### src/design/afe_cfg_params.svh
// constants for the upstream port analog front end and inter-chip configuration bank
// assumes byte addressing on the register port and 5-bit management indices
`ifndef AFE_CFG_PARAMS_SVH
`define AFE_CFG_PARAMS_SVH

`define REG_ADDR_W        12
`define AFE_CTRL_OFFSET   12'h0c8
`define PORT_EN_OFFSET    12'h140

`define HS_TERM_BIT       29
`define HS_SQUELCH_BIT    28
`define HS_DISC_BIT       27
`define SQU_TUNE_MSB      26
`define SQU_TUNE_LSB      24
`define SQU_TUNE_RESET    3'h0

`define PORT_MODE_BIT     24
`define DRV_IMP_BIT       18
`define SLEW_ADJ_BIT      17
`define DS_SWAP_BIT       16

`define PHY_IDX_CTRL      5'h00
`define PHY_IDX_RSVD_A    5'h0b
`define PHY_IDX_RSVD_B    5'h0c
`define PHY_IDX_MMD_CTRL  5'h0d
`define PHY_IDX_MMD_DATA  5'h0e
`define PHY_IDX_EXT_LO    5'h10
`define PHY_IDX_EXT_HI    5'h1e
`define PHY_IDX_PAGE      5'h1f
`define PHY_SOFT_RST_BIT  15
`define PHY_CTRL_RESET    16'h1040
`define PHY_PAGE_MAIN     16'h0000
`define PHY_PAGE_EXT1     16'h0001
`define PHY_PAGE_EXT2     16'h0002
`define PHY_EXT_PER_PAGE  6'h0f
`define PHY_EXT_SLOTS     45

`endif

### src/design/afe_cfg_pkg.sv
// types shared by the configuration bank and its bench
// assumes afe_cfg_params.svh is on the include path
`default_nettype none
`include "afe_cfg_params.svh"

package afe_cfg_pkg;

  typedef struct packed {
    logic                    wr;
    logic                    rd;
    logic [`REG_ADDR_W-1:0]  addr;
    logic [31:0]             wdata;
  } reg_req_t;

  typedef struct packed {
    logic        wr;
    logic        rd;
    logic [4:0]  index;
    logic [15:0] wdata;
  } mii_req_t;

  typedef struct packed {
    logic [2:0] squelch;
    logic       impedance;
    logic       slew;
    logic       swap;
  } cfg_image_t;

  typedef enum logic [1:0] {
    page_main = 2'b00,
    page_ext1 = 2'b01,
    page_ext2 = 2'b10
  } phy_page_t;

endpackage

`default_nettype wire

### src/design/usb_afe_interchip_port_config_regs.sv
// upstream port front end / inter-chip configuration bank plus indexed PHY register pages
// assumes one 100 MHz clock, synchronous inputs, and a MAC-side management port
//
// Functional notes
// - termination bit enables 45 kohm on DP/DM
// - bit 28 shows active-low squelch status
// - disconnect sampled at 32nd EOP bit time
// - tune field 26:24 selects squelch trip point
// - protection keeps tune value across USB resets
// - tune default: EEPROM, else OTP, else zero
// - USB or lite reset restores loaded image
// - bit 24 selects USB or inter-chip mode
// - mode bit resets from the strap pin
// - bit 18 selects 40 or 50 ohm driver
// - bit 17 applies 30 percent slew adjust
// - bit 16 swaps data and strobe pins
// - impedance, slew, swap defaults from EEPROM/OTP/zero
// - PHY registers reached only through management port
// - extended page redirects indices 16 to 30
// - indices 0 to 15 ignore the page
// - writing zero to page register returns main
// - indices 13 and 14 hold MMD access
// - control bit 15 soft reset, self clearing
//
// Our own choice: the address-and-strobe port.
`default_nettype none
`include "afe_cfg_params.svh"

module usb_afe_interchip_port_config_regs
  import afe_cfg_pkg::*;
(
  input  wire logic        clk,                      // 100 MHz
  input  wire logic        resetn,                   // async, active low
  input  wire reg_req_t    reg_req,                  // register port request
  output logic [31:0]      reg_rdata,                // read data, cycle after rd
  input  wire mii_req_t    mii_req,                  // management access from MAC
  output logic [15:0]      mii_rdata,                // management read data
  input  wire logic        cfg_load,                 // pulse: config image loaded
  input  wire logic        eeprom_present,           // EEPROM found
  input  wire logic        otp_configured,           // OTP programmed
  input  wire cfg_image_t  eeprom_cfg0,              // stored_squelch_threshold etc.
  input  wire cfg_image_t  otp_cfg,                  // OTP copy of same fields
  input  wire logic        usb_reset,                // pulse: bus reset seen
  input  wire logic        lite_reset,               // pulse: lite reset
  input  wire logic        reset_protect,            // level: protects tune field
  input  wire logic        port_mode_strap,          // strap pin level
  input  wire logic        afe_squelch_raw,          // analog squelch, active low
  input  wire logic        afe_disconnect_raw,       // analog disconnect level
  input  wire logic        hs_eop_bit32,             // pulse: 32nd bit time of EOP
  input  wire logic        hsic_tx_data,             // core data to pads
  input  wire logic        hsic_tx_strobe,           // core strobe to pads
  output logic             hs_termination_on,        // 45 kohm DP/DM termination
  output logic [2:0]       squelch_trip_tune,        // to analog squelch
  output logic             port_mode_select,         // 1 = inter-chip mode
  output logic             driver_impedance_select,  // 1 = 50 ohm
  output logic             data_strobe_slew_adjust,  // 1 = slew adjust on
  output logic             data_strobe_swap,         // 1 = pins exchanged
  output logic             pad_data_out,             // data pad drive
  output logic             pad_strobe_out,           // strobe pad drive
  output logic             phy_soft_reset,           // one-cycle soft reset pulse
  output phy_page_t        phy_page                  // active extended page
);

  ////////////////////////////////////////////////////////////////////////////////
  // helpers

  function automatic logic is_ext_index(input logic [4:0] idx);
    is_ext_index = (idx >= `PHY_IDX_EXT_LO) && (idx <= `PHY_IDX_EXT_HI);
  endfunction

  // page 0 slots double as the main page 16..30 registers
  function automatic logic [5:0] ext_slot(input phy_page_t pg, input logic [4:0] idx);
    logic [5:0] base;
    base = 6'(pg) * `PHY_EXT_PER_PAGE;
    ext_slot = base + 6'(idx) - 6'(`PHY_IDX_EXT_LO);
  endfunction

  function automatic phy_page_t decode_page(input logic [15:0] v);
    if (v == `PHY_PAGE_EXT1) begin
      decode_page = page_ext1;
    end else if (v == `PHY_PAGE_EXT2) begin
      decode_page = page_ext2;
    end else begin
      decode_page = page_main;
    end
  endfunction

  function automatic cfg_image_t pick_image(input logic ee, input logic otp,
                                            input cfg_image_t ee_v, input cfg_image_t otp_v);
    if (ee) begin
      pick_image = ee_v;
    end else if (otp) begin
      pick_image = otp_v;
    end else begin
      pick_image = '0;
    end
  endfunction

  ////////////////////////////////////////////////////////////////////////////////
  // decode

  logic       wr_afe;
  logic       wr_port;
  logic       rd_afe;
  logic       rd_port;
  logic       restore;
  logic       strap_taken;
  logic       hs_squelch_active_low;
  logic       hs_line_disconnect;
  logic [15:0] page_reg;
  cfg_image_t image;
  logic [31:0] afe_word;
  logic [31:0] port_word;

  assign wr_afe  = reg_req.wr && (reg_req.addr == `AFE_CTRL_OFFSET);
  assign wr_port = reg_req.wr && (reg_req.addr == `PORT_EN_OFFSET);
  assign rd_afe  = reg_req.rd && (reg_req.addr == `AFE_CTRL_OFFSET);
  assign rd_port = reg_req.rd && (reg_req.addr == `PORT_EN_OFFSET);
  assign restore = usb_reset || lite_reset;

  always_comb begin
    afe_word = '0;
    afe_word[`HS_TERM_BIT] = hs_termination_on;
    afe_word[`HS_SQUELCH_BIT] = hs_squelch_active_low;
    afe_word[`HS_DISC_BIT] = hs_line_disconnect;
    afe_word[`SQU_TUNE_MSB:`SQU_TUNE_LSB] = squelch_trip_tune;
  end

  always_comb begin
    port_word = '0;
    port_word[`PORT_MODE_BIT] = port_mode_select;
    port_word[`DRV_IMP_BIT] = driver_impedance_select;
    port_word[`SLEW_ADJ_BIT] = data_strobe_slew_adjust;
    port_word[`DS_SWAP_BIT] = data_strobe_swap;
  end

  ////////////////////////////////////////////////////////////////////////////////
  // configuration image: last values loaded from EEPROM or OTP

  always_ff @(posedge clk or negedge resetn) begin
    if (!resetn) begin
      image <= '0;
    end else if (cfg_load) begin
      image <= pick_image(eeprom_present, otp_configured, eeprom_cfg0, otp_cfg);
    end
  end

  ////////////////////////////////////////////////////////////////////////////////
  // front end control

  always_ff @(posedge clk or negedge resetn) begin
    if (!resetn) begin
      hs_termination_on <= 1'b0;
    end else if (wr_afe) begin
      hs_termination_on <= reg_req.wdata[`HS_TERM_BIT];
    end
  end

  // squelch trip: 000 nominal, 001-101 lower in steps, 110 +25 mV, 111 +12.5 mV
  always_ff @(posedge clk or negedge resetn) begin
    if (!resetn) begin
      squelch_trip_tune <= `SQU_TUNE_RESET;
    end else if (restore && !reset_protect) begin
      squelch_trip_tune <= image.squelch;
    end else if (cfg_load) begin
      squelch_trip_tune <= pick_image(eeprom_present, otp_configured,
                                      eeprom_cfg0, otp_cfg).squelch;
    end else if (wr_afe) begin
      squelch_trip_tune <= reg_req.wdata[`SQU_TUNE_MSB:`SQU_TUNE_LSB];
    end
  end

  always_ff @(posedge clk or negedge resetn) begin
    if (!resetn) begin
      hs_squelch_active_low <= 1'b0;
    end else begin
      hs_squelch_active_low <= afe_squelch_raw;
    end
  end

  // the analog level is only trustworthy at the strobe point, so hold between strobes
  always_ff @(posedge clk or negedge resetn) begin
    if (!resetn) begin
      hs_line_disconnect <= 1'b0;
    end else if (hs_eop_bit32) begin
      hs_line_disconnect <= afe_disconnect_raw;
    end
  end

  ////////////////////////////////////////////////////////////////////////////////
  // inter-chip port enable

  // strap is caught on the first edge after release, never under the async reset
  always_ff @(posedge clk or negedge resetn) begin
    if (!resetn) begin
      strap_taken <= 1'b0;
    end else begin
      strap_taken <= 1'b1;
    end
  end

  always_ff @(posedge clk or negedge resetn) begin
    if (!resetn) begin
      port_mode_select <= 1'b0;
    end else if (!strap_taken) begin
      port_mode_select <= port_mode_strap;
    end else if (wr_port) begin
      port_mode_select <= reg_req.wdata[`PORT_MODE_BIT];
    end
  end

  always_ff @(posedge clk or negedge resetn) begin
    if (!resetn) begin
      driver_impedance_select <= 1'b0;
      data_strobe_slew_adjust <= 1'b0;
      data_strobe_swap        <= 1'b0;
    end else if (restore) begin
      driver_impedance_select <= image.impedance;
      data_strobe_slew_adjust <= image.slew;
      data_strobe_swap        <= image.swap;
    end else if (cfg_load) begin
      driver_impedance_select <= pick_image(eeprom_present, otp_configured,
                                            eeprom_cfg0, otp_cfg).impedance;
      data_strobe_slew_adjust <= pick_image(eeprom_present, otp_configured,
                                            eeprom_cfg0, otp_cfg).slew;
      data_strobe_swap        <= pick_image(eeprom_present, otp_configured,
                                            eeprom_cfg0, otp_cfg).swap;
    end else if (wr_port) begin
      driver_impedance_select <= reg_req.wdata[`DRV_IMP_BIT];
      data_strobe_slew_adjust <= reg_req.wdata[`SLEW_ADJ_BIT];
      data_strobe_swap        <= reg_req.wdata[`DS_SWAP_BIT];
    end
  end

  // one register stage on the pads costs a cycle but keeps them glitch free
  always_ff @(posedge clk or negedge resetn) begin
    if (!resetn) begin
      pad_data_out   <= 1'b0;
      pad_strobe_out <= 1'b0;
    end else if (data_strobe_swap) begin
      pad_data_out   <= hsic_tx_strobe;
      pad_strobe_out <= hsic_tx_data;
    end else begin
      pad_data_out   <= hsic_tx_data;
      pad_strobe_out <= hsic_tx_strobe;
    end
  end

  ////////////////////////////////////////////////////////////////////////////////
  // register read port

  always_ff @(posedge clk or negedge resetn) begin
    if (!resetn) begin
      reg_rdata <= '0;
    end else if (rd_afe) begin
      reg_rdata <= afe_word;
    end else if (rd_port) begin
      reg_rdata <= port_word;
    end else begin
      reg_rdata <= '0; // unmapped reads and idle cycles; PHY space is not mapped
    end
  end

  ////////////////////////////////////////////////////////////////////////////////
  // PHY register pages behind the management port

  logic [15:0] main_regs [0:15];
  logic [15:0] ext_regs  [0:`PHY_EXT_SLOTS-1];
  logic        mii_rsvd;

  assign mii_rsvd = (mii_req.index == `PHY_IDX_RSVD_A) || (mii_req.index == `PHY_IDX_RSVD_B);

  always_ff @(posedge clk or negedge resetn) begin
    if (!resetn) begin
      page_reg <= `PHY_PAGE_MAIN;
      phy_page <= page_main;
    end else if (mii_req.wr && (mii_req.index == `PHY_IDX_PAGE)) begin
      page_reg <= mii_req.wdata;
      phy_page <= decode_page(mii_req.wdata);
    end
  end

  always_ff @(posedge clk or negedge resetn) begin
    if (!resetn) begin
      for (int i = 0; i < 16; i++) begin
        main_regs[i] <= '0;
      end
      main_regs[0] <= `PHY_CTRL_RESET;
    end else if (mii_req.wr && !mii_req.index[4] && !mii_rsvd) begin
      main_regs[mii_req.index[3:0]] <= mii_req.wdata;
      if (mii_req.index == `PHY_IDX_CTRL) begin
        main_regs[0][`PHY_SOFT_RST_BIT] <= 1'b0;
      end
    end
  end

  always_ff @(posedge clk or negedge resetn) begin
    if (!resetn) begin
      for (int i = 0; i < `PHY_EXT_SLOTS; i++) begin
        ext_regs[i] <= '0;
      end
    end else if (mii_req.wr && is_ext_index(mii_req.index)) begin
      ext_regs[ext_slot(phy_page, mii_req.index)] <= mii_req.wdata;
    end
  end

  always_ff @(posedge clk or negedge resetn) begin
    if (!resetn) begin
      phy_soft_reset <= 1'b0;
    end else begin
      phy_soft_reset <= mii_req.wr && (mii_req.index == `PHY_IDX_CTRL)
                        && mii_req.wdata[`PHY_SOFT_RST_BIT];
    end
  end

  // reserved indices 11 and 12 are the manager's problem; they simply read zero here
  always_ff @(posedge clk or negedge resetn) begin
    if (!resetn) begin
      mii_rdata <= '0;
    end else if (!mii_req.rd || mii_rsvd) begin
      mii_rdata <= '0;
    end else if (mii_req.index == `PHY_IDX_PAGE) begin
      mii_rdata <= page_reg;
    end else if (is_ext_index(mii_req.index)) begin
      mii_rdata <= ext_regs[ext_slot(phy_page, mii_req.index)];
    end else if (mii_req.index == `PHY_IDX_CTRL) begin
      mii_rdata <= {phy_soft_reset, main_regs[0][14:0]};
    end else begin
      mii_rdata <= main_regs[mii_req.index[3:0]];
    end
  end

  ////////////////////////////////////////////////////////////////////////////////
  // checks

  a_term_write:
  assert property (@(posedge clk) disable iff (!resetn)
    wr_afe |=> hs_termination_on == $past(reg_req.wdata[`HS_TERM_BIT]))
    else $error("termination does not follow write");

  a_squelch_read:
  assert property (@(posedge clk) disable iff (!resetn)
    rd_afe |=> reg_rdata[`HS_SQUELCH_BIT] == $past(afe_squelch_raw, 2))
    else $error("squelch read value wrong");

  a_disc_hold:
  assert property (@(posedge clk) disable iff (!resetn)
    !hs_eop_bit32 |=> $stable(hs_line_disconnect))
    else $error("disconnect changed outside strobe");

  a_tune_write:
  assert property (@(posedge clk) disable iff (!resetn)
    wr_afe && !restore && !cfg_load |=>
      squelch_trip_tune == $past(reg_req.wdata[`SQU_TUNE_MSB:`SQU_TUNE_LSB]))
    else $error("tune field not written");

  a_tune_protect:
  assert property (@(posedge clk) disable iff (!resetn)
    restore && reset_protect && !cfg_load && !wr_afe |=> $stable(squelch_trip_tune))
    else $error("protected tune overwritten");

  a_image_pick:
  assert property (@(posedge clk) disable iff (!resetn)
    cfg_load && !eeprom_present && !otp_configured |=> image == '0)
    else $error("empty config not zero");

  a_fields_restore:
  assert property (@(posedge clk) disable iff (!resetn)
    restore |=> data_strobe_swap == $past(image.swap)
               && driver_impedance_select == $past(image.impedance))
    else $error("restore did not reload image");

  a_mode_strap:
  assert property (@(posedge clk) disable iff (!resetn)
    $rose(strap_taken) |-> port_mode_select == $past(port_mode_strap))
    else $error("mode bit not taken from strap");

  a_pin_swap:
  assert property (@(posedge clk) disable iff (!resetn)
    data_strobe_swap |=> pad_data_out == $past(hsic_tx_strobe)
                       && pad_strobe_out == $past(hsic_tx_data))
    else $error("pins not exchanged");

  a_page_exit:
  assert property (@(posedge clk) disable iff (!resetn)
    mii_req.wr && mii_req.index == `PHY_IDX_PAGE && mii_req.wdata == `PHY_PAGE_MAIN
      |=> phy_page == page_main)
    else $error("page not returned to main");

  a_soft_reset:
  assert property (@(posedge clk) disable iff (!resetn)
    phy_soft_reset |-> ##1 (!phy_soft_reset || $past(mii_req.wr)) ##0 !main_regs[0][15])
    else $error("soft reset not self clearing");

  a_reserved_zero:
  assert property (@(posedge clk) disable iff (!resetn)
    rd_port |=> reg_rdata[31:25] == '0 && reg_rdata[23:19] == '0 && reg_rdata[15:0] == '0)
    else $error("reserved bits read nonzero");
endmodule

`default_nettype wire

### config.mk
export PLATFORM = sky130hd
export DESIGN_NAME = usb_afe_interchip_port_config_regs
export DESIGN_NICKNAME = d
export VERILOG_FILES = /design/src/design/afe_cfg_pkg.sv /design/src/design/usb_afe_interchip_port_config_regs.sv
export VERILOG_INCLUDE_DIRS = /design/src /design/src/design
export SDC_FILE = /design/constraint.sdc
export NUM_CORES = 2
export LEC_CHECK = 0
export BUFFER_PORTS_ARGS = -buffer_cell sky130_fd_sc_hd__clkbuf_2
export CAP_MARGIN = 15
export CORE_MARGIN = 2
export CORE_UTILIZATION = 56
export DETAILED_ROUTE_END_ITERATION = 12
export GPL_TIMING_DRIVEN = 1
export PLACE_DENSITY = 0.74
export SYNTH_ARGS = -nofsm -noshare
export SYNTH_HDL_FRONTEND = slang
export SYNTH_SLANG_ARGS = --single-unit
export TNS_END_PERCENT = 1
### constraint.sdc
create_clock -name clk -period 3.5 [get_ports clk]
set_clock_uncertainty 0.1 [all_clocks]
set_input_delay 0.875 -clock clk [delete_from_list [all_inputs] [get_ports clk]]
set_output_delay 0.875 -clock clk [all_outputs]
set_load 0.005 [all_outputs]
==> impl_metrics.py <==
metrics = {
    "run": {
        "drv_cap": 0,
    },
    "setup_path": {
        "cp_slowest_cell": "fa_1",
        "end_kind": "register",
        "start_kind": "register",
        "cp.arrival_ps": 4380,
        "crit_path_frequent_cell": "ha_4",
        "critPathMaxFanout": 9,
        "path_class": "reg2reg",
        "cpPeakStageDelay_ps": 610,
        "reg2reg_from": "phy_page[0]$_DFFE_PN0P_",
        "worstPathRequired_ps": 4000,
        "timing.rr.end": "mii_rdata[11]$_DFF_PN0_",
        "cp_cell_sequence": "fa_1 > ha_4 > ha_4 > buf_12 > buf_6 > nand2b_1 > buf_4 > o22ai_1 > a221o_1 > o211ai_1 > a32oi_1 > o21ai_1",
        "rrSetupSlack_ps": -380,
        "reg2reg_depth": 12,
    },
    "clock_network": {
        "cts_buffer_depth": 3,
        "cts_tree": "built",
        "path_clk_slew_ps": 60,
        "h-tree-depth": 3,
        "cts_root_buf": "clkbuf_16",
        "clkSinkCount": 1039,
        "cts_made_buffers": 107,
        "insertion_delay_ps": 710,
    },
    "floorplanning": {
        "initial_core_util_pct": 56.6,
        "die_y_um": 295,
        "die_area_um2": 86900,
        "core_area_um2": 83700,
        "rows": 106,
        "ioPinCount": 156,
        "die_w_um": 295,
    },
    "placed_design": {
        "portBuffers": 107,
        "dp.cells": 4745,
        "gp_congestion": 0.945,
        "dp_hpwl_mm": 96.9,
        "placed_area_um2": 52400,
    },
    "grt": {
        "grt_antenna_before_repair": 9,
        "grt_start_max_net_pins": 127,
        "grt_pass1_wl_mm": 225,
        "grt_pass1_vias": 34600,
        "grt_use_total_pct": 35.0,
        "grt.overflow.total": 0,
    },
    "drt": {
        "vias_per_cell": 6.58,
        "vias": 32900,
        "first_iter_violations": 3690,
        "drt_pass1_iterations": 6,
        "drc": 0,
        "postRouteAntennaNets": 0,
        "wirelength_mm": 151,
        "wire_per_inst_um": 30.2,
    },
    "sta": {
        "setup_viol": 663,
        "hold_viol": 0,
        "relSlewSlack_pct": 37.3,
        "period_share_pct": 111,
        "setup_slack_ps": -383,
        "rsz0062_at_grt": "true",
        "fin_hold_ws_ps": 204,
        "max_freq_mhz": 258,
        "drv_slew": 0,
        "setup_tns_ps": -70890,
        "fin_crit_ps": 3880,
        "tightest_slew_ps": 941,
    },
    "power_and_ir_drop": {
        "power_frac_comb_pct": 13.9,
        "p_clk_share_pct": 39.9,
        "leakage_nw": 28.0,
        "p_sw_mw": 7.78,
        "ir_worst_vdd_mv": 0.487,
        "seq_power_share_pct": 46.2,
        "powerDensity_nw_per_um2": 520,
        "power_mw": 30.2,
        "p_int_mw": 22.4,
        "p_sw_share_pct": 25.8,
    },
    "synth": {
        "syn_area_per_cell_um2": 13.8,
        "synthMuxAreaShare_pct": 31.2,
        "synth_area_um2": 47300,
        "synth_top_family_by_area": "multiplexers",
        "synth_compound_area_share_pct": 7.08,
        "synthArstFlopShare_pct": 100,
        "ys_types": 72,
        "synth_xor_area_share_pct": 0.0925,
        "ys_ff_latch": 1039,
        "syn-instance-count": 3426,
        "yosysWarnings": 0,
        "synth_adder_area_share_pct": 0.396,
        "yosys.area_share.simple_pct": 2.99,
        "synthFlopType": "dfrtp_1",
        "ys_seq_area_share_pct": 54.9,
        "synth-edff-count": 0,
    },
    "min_path": {
        "hold_class": "in2reg",
        "hold_end": "hs_squelch_active_low$_DFF_PN0_",
        "hp-start": "afe_squelch_raw",
        "hold_depth": 1,
    },
    "layout": {
        "final_cell_mix": "dfrtp_1, mux2_2, buf_4, clkbuf_16, clkbuf_2",
        "largest_reg_flops": 720,
        "drive_above_1_share_pct": 53.0,
        "layout_commonest_cell": "dfrtp_1",
        "nets": 3876,
        "largest-register": "ext_regs",
        "top_regs": "ext_regs (720), main_regs (256)",
        "final_cells": 4995,
        "fin_area_um2": 58000,
        "syn_to_final_growth_pct": 22.5,
    },
    "outcome": {
        "violations": "negative setup slack",
        "status": "finished with violations",
    },
}
[metrics by stage]
stage          worst slack (ps)  util (%)
2_1_floorplan              -488         -
3_3_place_gp              -1220      62.6
3_5_place_dp              -1270      62.6
4_1_cts                    -286      68.4
5_1_grt                    -354      69.3
6_report                   -383      69.3
[power groups by stage]
stage	clock [mW]	combinational, mW	sequential, mW
global route	12.6	4.41	14.1
finish	12.0	4.18	13.9
detailed placement	0	3.83	14.1
CTS	12.1	4.02	13.9
global placement	0	3.68	14.0
floorplan	0	2.33	13.9
[critical path: cells and delay by family, from the launching register on]
family / cells / cell delay [ps]
AO/OA/AOI/OAI: 5 / 1290
adder cells (fa/ha/maj): 3 / 1200
buffers and inverters: 3 / 560
flip-flops: 1 / 450
AND/OR/NAND/NOR: 1 / 170
[cells in the mapped netlist (15+ instances only)]
cell type | number | area (µm²)
o221ai_1 | 85 | 744
nand2_1 | 123 | 462
mux2i_1 | 99 | 991
a21oi_1 | 54 | 270
a221oi_1 | 16 | 140
nand3_1 | 16 | 80.1
a211oi_1 | 21 | 158
mux2_2 | 1035 | 11700
nor2b_1 | 17 | 106
mux4_2 | 95 | 2140
buf_1 | 19 | 71.3
clkbuf_1 | 253 | 950
nor2_1 | 64 | 240
buf_4 | 23 | 173
a31oi_1 | 15 | 93.8
o21ai_0 | 79 | 395
a22oi_1 | 23 | 173
buf_2 | 59 | 295
dfrtp_1 | 1037 | 25900
o22ai_1 | 65 | 407
[worst max-delay path by stage]
stage                                  from                         to  slack [ps]  cells after the start
floorplan                       mii_req[19]  ext_regs[197]$_DFFE_PN0P_        -490                     13
global placement                mii_req[18]     mii_rdata[5]$_DFF_PN0_       -1220                     13
detailed placement              mii_req[18]     mii_rdata[5]$_DFF_PN0_       -1270                     13
CTS                 phy_page[0]$_DFFE_PN0P_    mii_rdata[11]$_DFF_PN0_        -290                     13
global route        phy_page[0]$_DFFE_PN0P_    mii_rdata[13]$_DFF_PN0_        -350                     12
finish              phy_page[0]$_DFFE_PN0P_    mii_rdata[11]$_DFF_PN0_        -380                     12
[what timing repair did]
action | CTS | global route
buffers inserted | 19 | 25
pin swaps | 41 | 42
cloned | 4 | 3
setup endpoints to repair | 736 | 736
resized for setup | 202 | 110
hold endpoints to repair | 6 | 0
hold buffers | 1 | 0
[layer usage]
layer,global-route usage [%],routed length (µm),share of wire (%),up-vias
met3,7.33,13500,8.9,460
met5,0,0,0,-
li1,-,-,-,13300
met2,54.3,70300,47,1739
met4,18.3,8270,5.5,0
met1,46.7,59000,39,17400
[layout make-up]
type,instances,area [µm²]
diodes,3,7.51
clock buffers,149,3000
clock inverters,49,757
fillers,5498,25700
inverters,16,78.8
multi-input cells,2039,21200
flip-flops and latches,1039,26000
well taps,1134,1420
repair buffers,565,5480
repair inverters,1,11.3
[kinds of logic (layout without fill, tap and decap cells)]
| group | count (synthesis) | count (layout) |
|---|---|---|
| buf+inv | 370 | 780 |
| fa+ha+maj | 12 | 12 |
| xor+xnor | 5 | 5 |
| simple gates | 299 | 299 |
| compound gates | 470 | 470 |
| flops | 1039 | 1039 |
| other cells | 2 | 27 |
| mux | 1229 | 1229 |
No activity file was read; power rests on OpenSTA's default activity.
